==> config.mk <==
export PLATFORM = sky130hd
export DESIGN_NAME = asicg_top
export DESIGN_NICKNAME = d
export VERILOG_FILES = /design/src/logic/asicg_pkg.sv /design/src/logic/asicg_top.sv
export VERILOG_INCLUDE_DIRS = /design/src /design/src/logic
export SDC_FILE = /design/constraint.sdc
export NUM_CORES = 1
export LEC_CHECK = 0
export BUFFER_PORTS_ARGS = -buffer_cell sky130_fd_sc_hd__buf_2
export CORE_ASPECT_RATIO = 0.75
export CORE_MARGIN = 10
export CORE_UTILIZATION = 31
export CTS_BUF_LIST = sky130_fd_sc_hd__clkbuf_8
export DETAILED_ROUTE_END_ITERATION = 10
export GPL_TIMING_DRIVEN = 0
export HOLD_SLACK_MARGIN = 0.02
export PLACE_DENSITY_LB_ADDON = 0.25
export SYNTH_ARGS = -nofsm -noshare
export SYNTH_HDL_FRONTEND = slang
export SYNTH_SLANG_ARGS = --single-unit
==> constraint.sdc <==
create_clock -name mclk -period 4.6 [get_ports mclk]
set_clock_uncertainty 0.15 [all_clocks]
set_input_delay 0.23 -clock mclk [delete_from_list [all_inputs] [get_ports mclk]]
set_output_delay 0.23 -clock mclk [all_outputs]
set_load 0.03 [all_outputs]
==> src/logic/asicg_cfg.svh <==
// register map, field positions, reset values and timing counts of the clock generator
`ifndef ASICG_CFG_SVH
`define ASICG_CFG_SVH
`define ASICG_ADR_CLK_CFG 8'h37
`define ASICG_ADR_P_HI 8'h38
`define ASICG_ADR_P_LO 8'h39
`define ASICG_ADR_S_HI 8'h3A
`define ASICG_ADR_S_LO 8'h3B
`define ASICG_ADR_ERR 8'h3C
`define ASICG_ADR_IRQ_STS 8'h40
`define ASICG_ADR_IRQ_MSK 8'h41
`define ASICG_RST_CLK_CFG 8'h20
`define ASICG_RST_ZERO 8'h00
`define ASICG_CLK_CFG_MASK 8'hF9
`define ASICG_ERR_MASK 8'h9E
`define ASICG_B_INT 7
`define ASICG_B_INV 6
`define ASICG_B_PCTL 4
`define ASICG_B_SCTL 3
`define ASICG_B_FAM 0
`define ASICG_B_FSERR 7
`define ASICG_B_SRC 4
`define ASICG_B_DEM 3
`define ASICG_B_PDM 2
`define ASICG_B_STOP 1
`define ASICG_STOP_NS 1000000
`define ASICG_MCLK_NS 10
`define ASICG_STOP_CYC (`ASICG_STOP_NS / `ASICG_MCLK_NS)
`endif

==> src/logic/asicg_pkg.sv <==
// types of the clock generator
package asicg_pkg;
   typedef logic [7:0] asicg_byte_t;
   typedef logic [13:0] asicg_ratio_t;
   typedef struct packed {
      logic [2:0] sync;
      logic prev;
      logic [13:0] cnt;
      logic fs;
      logic bclk;
      logic seen;
      logic err;
   } asicg_port_s;
endpackage

==> src/logic/asicg_top.sv <==
// controller clock generation and clock error status for two serial ports
`timescale 1ns/1ns
`include "asicg_cfg.svh"
module asicg_top #(
   parameter int unsigned STOP_CYCLES = `ASICG_STOP_CYC
) (
   input wire logic mclk,             // 100 MHz system clock
   input wire logic nrst,             // async reset, active low
   input wire logic [7:0] addr,       // register address
   input wire logic [7:0] wdata,      // write data
   input wire logic wr,               // write strobe
   input wire logic rd,               // read strobe
   output logic [7:0] rdata,          // read data, cycle after rd
   output logic irq,                  // level interrupt
   input wire logic p_bclk_ext,       // primary external bit clock
   input wire logic p_bclk_int,       // primary internal bit clock
   input wire logic p_fsync_in,       // primary frame sync from host
   input wire logic s_bclk_ext,       // secondary external bit clock
   input wire logic s_bclk_int,       // secondary internal bit clock
   input wire logic s_fsync_in,       // secondary frame sync from host
   input wire logic audio_clk,        // audio clock source
   input wire logic src_ratio_bad,    // converter ratio unsupported
   input wire logic src_custom_ratio, // custom m/n ratio in use
   input wire logic dem_rate_bad,     // element matching rate invalid
   input wire logic mic_clk_bad,      // mic clock cannot be made
   output logic p_bclk_out,           // primary bit clock out
   output logic p_bclk_oe,            // primary bit clock drive enable
   output logic p_fsync_out,          // primary frame sync out
   output logic p_fsync_oe,           // primary frame sync drive enable
   output logic s_bclk_out,           // secondary bit clock out
   output logic s_bclk_oe,            // secondary bit clock drive enable
   output logic s_fsync_out,          // secondary frame sync out
   output logic s_fsync_oe,           // secondary frame sync drive enable
   output logic rate_family_select    // 0: 48 kHz family, 1: 44.1 kHz
);
   typedef struct packed {
      asicg_pkg::asicg_byte_t clk_cfg;
      asicg_pkg::asicg_byte_t p_hi;
      asicg_pkg::asicg_byte_t p_lo;
      asicg_pkg::asicg_byte_t s_hi;
      asicg_pkg::asicg_byte_t s_lo;
      asicg_pkg::asicg_byte_t irq_sts;
      asicg_pkg::asicg_byte_t irq_msk;
      asicg_pkg::asicg_byte_t err_prev;
      asicg_pkg::asicg_byte_t rdata;
      logic irq;
      asicg_pkg::asicg_port_s p;
      asicg_pkg::asicg_port_s s;
      logic [2:0] a_sync;
      logic [19:0] stop_cnt;
      logic stopped;
      logic [1:0] oe;
      logic fam;
   } asicg_st_s;

   asicg_st_s st_q, st_d;
   logic [5:0] raw_q;

   // async inputs: the first stage here feeds only the second
   logic [5:0] raw_a_q, raw_b_q;
   always_ff @(posedge mclk or negedge nrst) begin
      if (!nrst) begin
         raw_a_q <= 6'h00;
         raw_b_q <= 6'h00;
      end else begin
         raw_a_q <= {p_bclk_ext, p_bclk_int, p_fsync_in, s_bclk_ext, s_bclk_int, s_fsync_in};
         raw_b_q <= raw_a_q;
      end
   end
   assign raw_q = raw_b_q;

   function automatic asicg_pkg::asicg_port_s port_step(
      input asicg_pkg::asicg_port_s cur,
      input logic bext,
      input logic bint,
      input logic fsin,
      input asicg_pkg::asicg_byte_t hi,
      input asicg_pkg::asicg_byte_t lo,
      input logic ctl
   );
      asicg_pkg::asicg_port_s nx;
      asicg_pkg::asicg_ratio_t ratio;
      logic src;
      logic rise;
      nx = cur;
      ratio = {hi[5:0], lo};
      src = hi[`ASICG_B_INT] ? bint : bext;
      src = src ^ hi[`ASICG_B_INV];
      nx.bclk = ctl ? bint : 1'b0;                                  // output clock stays uninverted
      nx.prev = src;
      rise = src & ~cur.prev;
      nx.fs = 1'b0;
      if (rise) begin
         if (ctl) begin
            // controller: frame sync pulse every ratio bit clocks
            if (ratio != 14'h0000 && cur.cnt >= ratio - 14'h0001) begin
               nx.cnt = 14'h0000;
               nx.fs = 1'b1;
            end else begin
               nx.cnt = cur.cnt + 14'h0001;
            end
            nx.err = (ratio == 14'h0000);
         end else begin
            // target: check host frame length against the ratio
            nx.sync = {cur.sync[1:0], fsin};
            if (fsin && !cur.sync[0]) begin
               nx.err = cur.seen && ratio != 14'h0000 && (cur.cnt + 14'h0001 != ratio);
               nx.seen = 1'b1;
               nx.cnt = 14'h0000;
            end else begin
               nx.cnt = cur.cnt + 14'h0001;
            end
         end
      end
      return nx;
   endfunction

   asicg_pkg::asicg_byte_t err_now;
   always_comb begin
      st_d = st_q;
      st_d.p = port_step(st_q.p, raw_q[5], raw_q[4], raw_q[3], st_q.p_hi, st_q.p_lo,
                         st_q.clk_cfg[`ASICG_B_PCTL]);
      st_d.s = port_step(st_q.s, raw_q[2], raw_q[1], raw_q[0], st_q.s_hi, st_q.s_lo,
                         st_q.clk_cfg[`ASICG_B_SCTL]);
      st_d.oe = {st_q.clk_cfg[`ASICG_B_PCTL], st_q.clk_cfg[`ASICG_B_SCTL]};
      st_d.fam = st_q.clk_cfg[`ASICG_B_FAM];
      // audio clock stop watchdog
      st_d.a_sync = {st_q.a_sync[1:0], audio_clk};
      if (st_q.a_sync[2] != st_q.a_sync[1]) begin
         st_d.stop_cnt = 20'h00000;
         st_d.stopped = 1'b0;
      end else if (st_q.stop_cnt >= 20'(STOP_CYCLES - 1)) begin
         st_d.stopped = 1'b1;
      end else begin
         st_d.stop_cnt = st_q.stop_cnt + 20'h00001;
      end
      err_now = 8'h00;
      err_now[`ASICG_B_FSERR] = st_q.p.err | st_q.s.err;
      err_now[`ASICG_B_SRC] = src_ratio_bad & ~src_custom_ratio;
      err_now[`ASICG_B_DEM] = dem_rate_bad;
      err_now[`ASICG_B_PDM] = mic_clk_bad;
      err_now[`ASICG_B_STOP] = st_q.stopped;
      st_d.err_prev = err_now;
      // write one clears; new rising events win over the clear
      if (wr && addr == `ASICG_ADR_IRQ_STS) begin
         st_d.irq_sts = st_q.irq_sts & ~wdata;
      end
      st_d.irq_sts = (st_d.irq_sts | (err_now & ~st_q.err_prev)) & `ASICG_ERR_MASK;
      if (wr) begin
         case (addr)
            `ASICG_ADR_CLK_CFG: st_d.clk_cfg = wdata & `ASICG_CLK_CFG_MASK;
            `ASICG_ADR_P_HI: st_d.p_hi = wdata;
            `ASICG_ADR_P_LO: st_d.p_lo = wdata;
            `ASICG_ADR_S_HI: st_d.s_hi = wdata;
            `ASICG_ADR_S_LO: st_d.s_lo = wdata;
            `ASICG_ADR_IRQ_MSK: st_d.irq_msk = wdata & `ASICG_ERR_MASK;
            default: ;
         endcase
      end
      st_d.rdata = 8'h00;
      if (rd) begin
         case (addr)
            `ASICG_ADR_CLK_CFG: st_d.rdata = st_q.clk_cfg;
            `ASICG_ADR_P_HI: st_d.rdata = st_q.p_hi;
            `ASICG_ADR_P_LO: st_d.rdata = st_q.p_lo;
            `ASICG_ADR_S_HI: st_d.rdata = st_q.s_hi;
            `ASICG_ADR_S_LO: st_d.rdata = st_q.s_lo;
            `ASICG_ADR_ERR: st_d.rdata = err_now;
            `ASICG_ADR_IRQ_STS: st_d.rdata = st_q.irq_sts;
            `ASICG_ADR_IRQ_MSK: st_d.rdata = st_q.irq_msk;
            default: st_d.rdata = 8'h00;
         endcase
      end
      st_d.irq = |(st_d.irq_sts & st_d.irq_msk);
   end

   always_ff @(posedge mclk or negedge nrst) begin
      if (!nrst) begin
         st_q <= '0;
         st_q.clk_cfg <= `ASICG_RST_CLK_CFG;
      end else begin
         st_q <= st_d;
      end
   end

   assign rdata = st_q.rdata;
   assign irq = st_q.irq;
   assign p_bclk_out = st_q.p.bclk;
   assign p_fsync_out = st_q.p.fs;
   assign p_bclk_oe = st_q.oe[1];
   assign p_fsync_oe = st_q.oe[1];
   assign s_bclk_out = st_q.s.bclk;
   assign s_fsync_out = st_q.s.fs;
   assign s_bclk_oe = st_q.oe[0];
   assign s_fsync_oe = st_q.oe[0];
   assign rate_family_select = st_q.fam;
endmodule
==> flow_summary.yaml, run 1 <==
power_and_ir_drop:
  power.density_nw_per_um2: 316
  power_leakage_nw: 4.24
  peakVddDrop_mv: 0.311
logic_synthesis:
  synth-seq-cells: 141
  synth_area_um2: 8280
  seq_area_frac_synth_pct: 42.6
  ys_warn_count: 0
  synthFlopType: "dfrtp_1"
  synth_top_family_by_area: "simple AND/OR/NAND/NOR gates"
  synth_area_leaders: "dfrtp_1 42%, mux2_2 6.3%, ha_1 5.3%, nand2_1 4.1%, xnor2_1 4.0%"
  yosysTopAreaCell: "dfrtp_1"
  synth_edf_count: 0
  yosysUniqueCellTypes: 77
  muxShareOfSynthArea_pct: 7.58
  syn_inst: 851
  syn-mean-instance-area_um2: 9.73
  synth_top_area_share_pct: 42.3
  synth_adder_area_share_pct: 5.29
  syn_nets: 917
  synthSimpleGateAreaFrac_pct: 18.9
  synth_xor_area_share_pct: 7.40
  synth_compound_area_share_pct: 13.3
  async_reset_ff_share_pct: 100
routing:
  dr_wl_met2_um: 8520
  route.vias.total: 6541
  routed_wl_um: 22600
  route.met3.wl_um: 1240
  wl_met1_um: 12600
  via_per_inst: 5.05
  drc: 0
  drt_iter0_markers: 493
  postRouteAntennaNets: 0
  routed.top_layer: "met4"
  drt-pass1-iter-count: 5
  avgRoutedWirePerCell_um: 17.4
timing:
  rsz0062_at_grt: "false"
  tightest_slew_ns: 0.758
  final_hold_viol_count: 0
  slew_viol_final: 0
  setup_tns_ns: 0
  setup_viol: 0
  fin_crit_sh_pct: 91.8
  whs_ns: 0.180
  fin_crit_ns: 4.22
  maxSlewHeadroom_pct: 49.1
  max_freq_mhz: 237
placement:
  dp_hpwl_um: 17000
  place_area_um2: 8980
  port_buffers: 47
  place.gp.congestion: 0.892
cells_and_area:
  multi_input_area_um2: 4350
  layout-drive-gt1-share_pct: 19.6
  nFillCells: 2666
  diodes: 0
  seq_area_um2: 3530
  area_delta_synth_final_pct: 15.9
  layout.nets: 1004
  final_design_area_no_fill_um2: 9600
  final_util_pct: 36.7
grt:
  grt_max_degree: 74
  gr-total-overflow: 0
  antenna_found_initial: 0
  grt_usage_pct: 13.6
  grt_pass1_vias: 6271
  grt_pass1_wl_um: 36500
clocking:
  clk_path_buf_depth: 2
  clk_pin_slew_worst_paths_ns: 0.10
  clock_sinks: 141
  numCtsBuffers: 17
  htree_levels: 4
  cts-root-buf: "clkbuf_8"
  insertion_delay_ns: 0.48
  cts_tree: "done"
floorplanning:
  core_um2: 26200
  die_x_um: 209
  dieArea_um2: 33700
  start_util_pct: 31.7
  die_h_um: 162
  rows: 51
  io_pins: 49
min_path:
  hp-class: "input pin to async pin"
run_status:
  status: "finished, final reports clean"
critical_path:
  start_kind: "flip-flop"
  cp-end-kind: "flip-flop"
  arrival_ns: 4.43
  crit_required_ns: 4.81
  reg2reg_depth: 15
  critPathKind: "flip-flop to flip-flop"
  path_max_fanout: 10
run:
  maxCapViolations: 0
## power by group
group / leakage [nW] / internal, mW / switching, mW
sequential: 1.83 / 1.31 / 0.0777
clock: 0.207 / 0.501 / 0.564
combinational: 2.20 / 0.235 / 0.344
total: 4.24 / 2.04 / 0.986
## flip-flops by register name (all words and copies together) (netlist names)
name                count
err_now                 1
irq                     1
p_bclk_oe               1
p_bclk_out              1
p_fsync_out             1
rate_family_select      1
raw_a_q                 6
raw_b_q                 6
rdata                   8
s_bclk_oe               1
s_bclk_out              1
s_fsync_out             1
st_d                    5
st_q                  107
## layer usage
| layer | GRT usage, % | vias to the layer above |
|---|---|---|
| met5 | 0 | - |
| met3 | 3.03 | 16 |
| met4 | 3.65 | 0 |
| met2 | 17.1 | 164 |
| li1 | - | 3192 |
| met1 | 21.9 | 3169 |
## path summary, 6_finish.rpt
path	startpoint	end	slack, ns
max	st_q[108]	st_q[40]	0.38
min	nrst	s_bclk_oe	0.18
max reg2reg	st_q[108]	st_q[40]	0.38
min reg2reg	raw_a_q[1]	raw_b_q[1]	0.20
max in group asynchronous	nrst	st_q[58]	3.31
min in group mclk	src_ratio_bad	st_q[100]	0.18
## cell usage in the layout (no fill, tap or decap), drive strengths merged, types with 11 or more instances in the layout
master	count
a21oi	32
buf	79
clkbuf	41
dfrtp	140
dlygate4sd3	20
ha	35
inv	36
mux2	46
mux2i	11
nand2	92
nand2b	12
nand3	33
nand4	13
nor2	67
nor2b	11
nor3	14
nor4	11
o21ai	53
xnor2	38
xor2	32
## synth_stat cells (12+ instances only)
master,instances
ha_1,35
nor2_1,66
clkbuf_1,21
inv_1,29
xnor2_1,38
nand3_1,33
buf_2,15
o21ai_0,51
a21oi_1,32
mux2_2,46
xor2_1,32
nand4_1,12
dfrtp_1,140
nand2b_1,12
nand2_1,91
buf_4,12
nor3_1,12
## stage by stage
| stage | instances | setup WS, ns | power (mW) |
|---|---|---|---|
| floorplan | 851 | 1.03 | 1.77 |
| global placement | 1242 | 0.382 | 1.96 |
| detailed placement | 1243 | 0.276 | 1.97 |
| CTS | 1295 | 0.280 | 3.06 |
| global route | 1295 | 0.154 | 3.20 |
| finish | 1295 | 0.375 | 3.03 |
## cell families (layout without fill, tap and decap cells)
kind of cell    after synthesis  after routing
compound gates              160            160
xor+xnor                     70             70
fa+ha+maj                    35             35
buf+inv                      84            184
flops                       141            141
mux                          57             57
simple gates                304            304
## final cells by class
class | instances | area share [%]
inverter | 29 | 1.13
clock buffer | 17 | 2.44
clock inverter | 15 | 1.84
tap | 344 | 4.49
buffer | 55 | 3.12
timing repair buffer | 68 | 4.89
sequential | 141 | 36.8
multi-input combinational | 626 | 45.3
## worst max-delay path, stage by stage (launching register included)
cell and delay (ns):
dfrtp_1 0.36, clkbuf_1 0.22, nor2_1 0.15, nand2_1 0.09, nor3_1 0.42, nand2_1 0.19, or3_1 0.35, xor2_1 0.16
ha_1 0.28, and4_1 0.16, o21ai_0 0.15, or3b_2 0.49, o21ai_2 0.30, buf_2 0.30, o21ai_0 0.13, a21o_1 0.22
## what timing repair did
action,4_1_cts,5_1_grt
setup buffers,0,0
hold buffers,20,0
resized for setup,0,1
setup endpoints to repair,0,6
hold endpoints to repair,116,0
(Power assumes the default switching activity.)
==> run 2: changes to the inputs <==
--- a/config.mk
+++ b/config.mk
@@ -11,3 +11,3 @@
 export CORE_MARGIN = 10
-export CORE_UTILIZATION = 31
+export CORE_UTILIZATION = 55
 export CTS_BUF_LIST = sky130_fd_sc_hd__clkbuf_8
==> constraint.sdc (replaced) <==
create_clock -name mclk -period 4.6 [get_ports mclk]
set_clock_uncertainty 0.15 [all_clocks]
set_input_delay 0.69 -clock mclk [delete_from_list [all_inputs] [get_ports mclk]]
set_output_delay 0.69 -clock mclk [all_outputs]
set_load 0.03 [all_outputs]
==> run 2 against run 1 <==
Worst hold slack got worse by 0.16 ns. Critical path type unchanged. Die area fell by 39%. Largest cell class unchanged. Routed wire length shrank 9.2%. Largest power group unchanged.
==> flow_summary.yaml, run 2 (synthesis gave the netlist of run 1 again) <==
run_status:
  status: "finished, final reports clean"
critical_path:
  path_max_fanout: 10
  arrival_ns: 4.61
  cp-end-kind: "flip-flop"
  slowest_stage: "or3b_2"
  slowest_delay_ns: 0.47
  crit_family: "simple AND/OR/NAND/NOR gates"
  critPathKind: "flip-flop to flip-flop"
  rrSetupSlack_ns: 0.19
  path_cells: "clkbuf_1 > nor2_1 > nand2_1 > nor3_1 > nand2_1 > nor4_1 > xnor2_1 > ha_1 > and4_1 > o21ai_0 > or3b_2 > o21ai_1 > or2_1 > buf_2 > o21ai_0"
  crit_required_ns: 4.80
  start_kind: "flip-flop"
  critPathBufInv: 2
grt:
  grt_max_degree: 83
  gr-total-overflow: 0
  grt_pass1_wl_um: 33300
  grt_usage_pct: 20.3
  grt_pass1_vias: 6158
  antenna_found_initial: 1
power_and_ir_drop:
  peakVddDrop_mv: 0.244
  clkPwrFrac_pct: 33.4
  power_leakage_nw: 4.14
  internal-power_mw: 1.97
  power.switching_mw: 0.951
  swShare_pct: 32.6
  p_seq_share_pct: 47.4
  p_comb_share_pct: 19.1
  power.density_nw_per_um2: 318
clocking:
  cts-resized-gates: 0
  cts-root-buf: "clkbuf_8"
  clk_path_buf_depth: 2
  insertion_delay_ns: 0.48
  cts_setup_buffers: 0
  numCtsBuffers: 17
  clock_sinks: 141
  cts_tree: "done"
  clk_pin_slew_worst_paths_ns: 0.09
  htree_levels: 4
  ctsHoldBuffers: 0
routing:
  avgRoutedWirePerCell_um: 18.1
  drt-pass1-iter-count: 5
  routed.top_layer: "met4"
  dr_wl_met2_um: 8100
  drc: 0
  routed_wl_um: 20500
  route.met3.wl_um: 1780
  route.vias.total: 6668
  drt_iter0_markers: 614
  via_per_inst: 5.90
  postRouteAntennaNets: 0
  wl_met1_um: 10400
cells_and_area:
  largest-register: "st_q"
  layout_common_cells: "140 x dfrtp_1, 91 x nand2_1, 66 x nor2_1"
  final_design_area_no_fill_um2: 9170
  layout_commonest_cell: "dfrtp_1"
  diodes: 0
  final_util_pct: 62.8
  largest_register_ffs: 107
  layout-drive-gt1-share_pct: 19.7
  area_delta_synth_final_pct: 10.8
  layout.nets: 984
timing:
  fin_crit_sh_pct: 95.8
  setup_tns_ns: 0
  setup_viol: 0
  max_freq_mhz: 227
  maxSlewHeadroom_pct: 54.2
  tightest_slew_ns: 0.688
  final_hold_viol_count: 0
  rsz0062_at_grt: "false"
  slew_viol_final: 0
  fin_crit_ns: 4.41
  finalWorstSetupSlack_ns: 0.194
run:
  maxCapViolations: 0
floorplanning:
  rows: 38
  core_um2: 14600
  die_x_um: 162
  io_pins: 49
  die_h_um: 126
  dieArea_um2: 20400
  start_util_pct: 56.7
placement:
  place.gp.congestion: 0.916
  dp_hpwl_um: 15400
  dp_worst_setup_slack_ns: 0.407
  port_buffers: 47
  place_area_um2: 8800
min_path:
  hp-class: "input pin to async pin"
## run 2: cell types whose count changed in the layout (fill, tap and decap cells not counted), sizes merged
cell         change
bufinv           -1
dlygate4sd3     -20
clkinv           +1
## run 2: through the flow
step           total power [mW]  cells  hold WS (ns)
5_1_grt                    3.05   1131        0.0573
4_1_cts                    2.93   1131        0.0312
2_1_floorplan              1.77    851         0.181
6_report                   2.92   1131        0.0217
3_5_place_dp               1.96   1099         0.187
3_3_place_gp               1.94   1098         0.183
## run 2: worst paths after layout
check / startpoint / to / cells after the start
setup / recovery: st_q[108] / st_q[33] / 15
hold / removal: nrst / st_q[44] / 1
setup reg to reg: st_q[108] / st_q[33] / 15
hold reg to reg: raw_a_q[2] / raw_b_q[2] / 0
max in group asynchronous: nrst / st_q[57] / 2
min in group mclk: audio_clk / st_d[25] / 1
## run 2: final cells by class
class	count	area (um^2)
Clock buffer	17	234
Fill cell	1234	5420
Sequential cell	141	3530
Timing Repair Buffer	48	269
Multi-Input combinational cell	626	4340
Tap cell	200	250
Inverter	29	109
Clock inverter	15	139
Buffer	55	299
## run 2: power by group through the flow
stage	combinational [mW]	clock, mW	sequential, mW
6_report	0.559	0.977	1.38
2_1_floorplan	0.380	0	1.39
4_1_cts	0.554	0.991	1.38
3_3_place_gp	0.531	0	1.41
5_1_grt	0.617	1.04	1.40
3_5_place_dp	0.549	0	1.41
## run 2: layer usage
layer / global-route usage (%) / up-vias
li1: - / 3155
met1: 32.0 / 3224
met2: 26.4 / 267
met3: 4.69 / 22
met4: 5.98 / 0
met5: 0 / -
==> run 3: changes to the inputs <==
BUFFER_PORTS_ARGS = -buffer_cell sky130_fd_sc_hd__buf_4   (was -buffer_cell sky130_fd_sc_hd__buf_2)
==> run 3 against run 2 <==
Sequential cell count is the same. Critical path depth is 1 lower. Worst setup slack better by 0.24 ns. Worst hold slack improved by 0.042 ns. Core utilization increased by 1.3 points. Non-clock buffer count stayed put. Sequential share of layout area down 0.81 points. Global-route usage rose by 0.097 points. Register-to-register slack gained 0.24 ns. Die area did not move. Routed wire length hardly changed. Largest cell class unchanged. Largest power group unchanged.
==> flow_summary.yaml, run 3 (synthesis gave the netlist of run 1 again) <==
run_status:
  status: "finished, final reports clean"
cells_and_area:
  nFillCells: 1212
  area_delta_synth_final_pct: 13.1
  layout.nets: 984
  layout_commonest_cell: "dfrtp_1"
  layout-drive-gt1-share_pct: 20.0
  stdcell_count: 1132
  largest-register: "st_q"
  largest_register_ffs: 107
  layout_common_cells: "140 x dfrtp_1, 91 x nand2_1, 66 x nor2_1"
  final_util_pct: 64.2
  final_design_area_no_fill_um2: 9370
critical_path:
  path_cells: "buf_2 > nor2_1 > nand2_1 > nor3_1 > nand2_1 > nor2_1 > xnor2_1 > ha_1 > a211o_1 > a221oi_1 > o21ai_2 > or2_1 > buf_2 > o31ai_1"
  critPathKind: "flip-flop to flip-flop"
  slowest_delay_ns: 0.60
  crit_family: "compound AO/OA/AOI/OAI gates"
  cp-end-kind: "flip-flop"
  path_max_fanout: 10
  arrival_ns: 4.40
  crit_required_ns: 4.83
  slowest_stage: "a221oi_1"
  critPathBufInv: 2
  start_kind: "flip-flop"
clocking:
  cts-root-buf: "clkbuf_8"
  clock_sinks: 141
  htree_levels: 4
  ctsHoldBuffers: 0
  clk_pin_slew_worst_paths_ns: 0.09
  clk_path_buf_depth: 2
  numCtsBuffers: 17
  insertion_delay_ns: 0.48
  cts_tree: "done"
grt:
  grt_use_met3_pct: 5.05
  grt_pass1_vias: 6125
  grt_use_met2_pct: 25.9
  antenna_found_initial: 1
  grt.busiest_layer: "met1"
  met1_usage_pct: 32.5
  grt_max_degree: 73
  grt_pass1_wl_um: 33300
  gr-total-overflow: 0
  grt_usage_pct: 20.4
timing:
  fin_crit_sh_pct: 90.6
  maxSlewHeadroom_pct: 51.0
  final_hold_viol_count: 0
  max_freq_mhz: 240
  whs_ns: 0.0641
  rsz0062_at_grt: "false"
  finalWorstSetupSlack_ns: 0.434
  fin_crit_ns: 4.17
  setup_tns_ns: 0
  slew_viol_final: 0
  tightest_slew_ns: 0.735
  setup_viol: 0
routing:
  via_per_inst: 5.86
  drt_iter0_markers: 795
  drt-pass1-iter-count: 5
  routed_wl_um: 20500
  drc: 0
  route.vias.total: 6637
  avgRoutedWirePerCell_um: 18.1
  postRouteAntennaNets: 0
power_and_ir_drop:
  power.density_nw_per_um2: 330
  peakVddDrop_mv: 0.293
  power_leakage_nw: 4.19
  total_power_mw: 3.09
floorplanning:
  start_util_pct: 56.7
  io_pins: 49
  core_um2: 14600
  die_x_um: 162
  dieArea_um2: 20400
  die_h_um: 126
  rows: 38
placement:
  port_buffers: 47
  dp_worst_setup_slack_ns: 0.370
  dp_hpwl_um: 15300
  place.gp.congestion: 0.939
  dp_cells: 1099
  place_area_um2: 8920
run:
  maxCapViolations: 0
min_path:
  hp-class: "input pin to async pin"
==> run 3: changes by cell type in the layout (fill, tap and decap cells not counted), sizes merged <==
cell	change
clkinv	-3
bufinv	+2
clkbuf	+1
diode	+1
==> run 3: worst reg2reg max path, stage by stage, from the launching register on <==
cell	delay, ns
dfrtp_1	0.36
buf_2	0.18
nor2_1	0.17
nand2_1	0.10
nor3_1	0.40
nand2_1	0.17
nor2_1	0.15
xnor2_1	0.14
ha_1	0.27
a211o_1	0.31
a221oi_1	0.60
o21ai_2	0.26
or2_1	0.32
buf_2	0.22
o31ai_1	0.28
==> run 3: worst paths after layout <==
| path | startpoint | end | slack, ns | cells past startpoint |
|---|---|---|---|---|
| worst max-delay path | st_q[107] | st_q[44] | 0.43 | 14 |
| worst min-delay path | nrst | st_q[44] | 0.06 | 1 |
| worst max register to register | st_q[107] | st_q[44] | 0.43 | 14 |
| worst min register to register | st_d[25] | st_d[26] | 0.21 | 0 |
| max in group asynchronous | nrst | st_q[11] | 3.48 | 2 |
| min in group mclk | p_fsync_in | raw_a_q[3] | 0.16 | 1 |
==> run 3: cell type report <==
cell class	count	area [um^2]	area share [%]
plain buffers	55	299	3.19
clock inverters	14	200	2.14
multi-input cells	626	4350	46.4
diodes	1	2.50	0.0267
flip-flops and latches	141	3530	37.7
repair buffers	48	384	4.10
inverters	29	109	1.16
well taps	200	250	2.67
clock buffers	18	248	2.64
==> run 3: metal layers <==
| metal | wire [um] | share of wire (%) | up-vias |
|---|---|---|---|
| li1 | - | - | 3145 |
| met1 | 10500 | 51 | 3231 |
| met2 | 7970 | 39 | 242 |
| met3 | 1780 | 8.7 | 19 |
| met4 | 227 | 1.1 | 0 |
| met5 | 0 | 0 | - |
==> run 3: what timing repair did <==
action | 4_1_cts | 5_1_grt
setup endpoints to repair | 0 | 11
resized for setup | 0 | 1
setup buffers | 0 | 0
endpoints found under the hold margin | 0 | 0
==> run 3: where the power goes <==
group / internal (mW) / switching (mW) / total [mW]
Sequential: 1.31 / 0.0736 / 1.38
Combinational: 0.233 / 0.341 / 0.574
Clock: 0.574 / 0.558 / 1.13
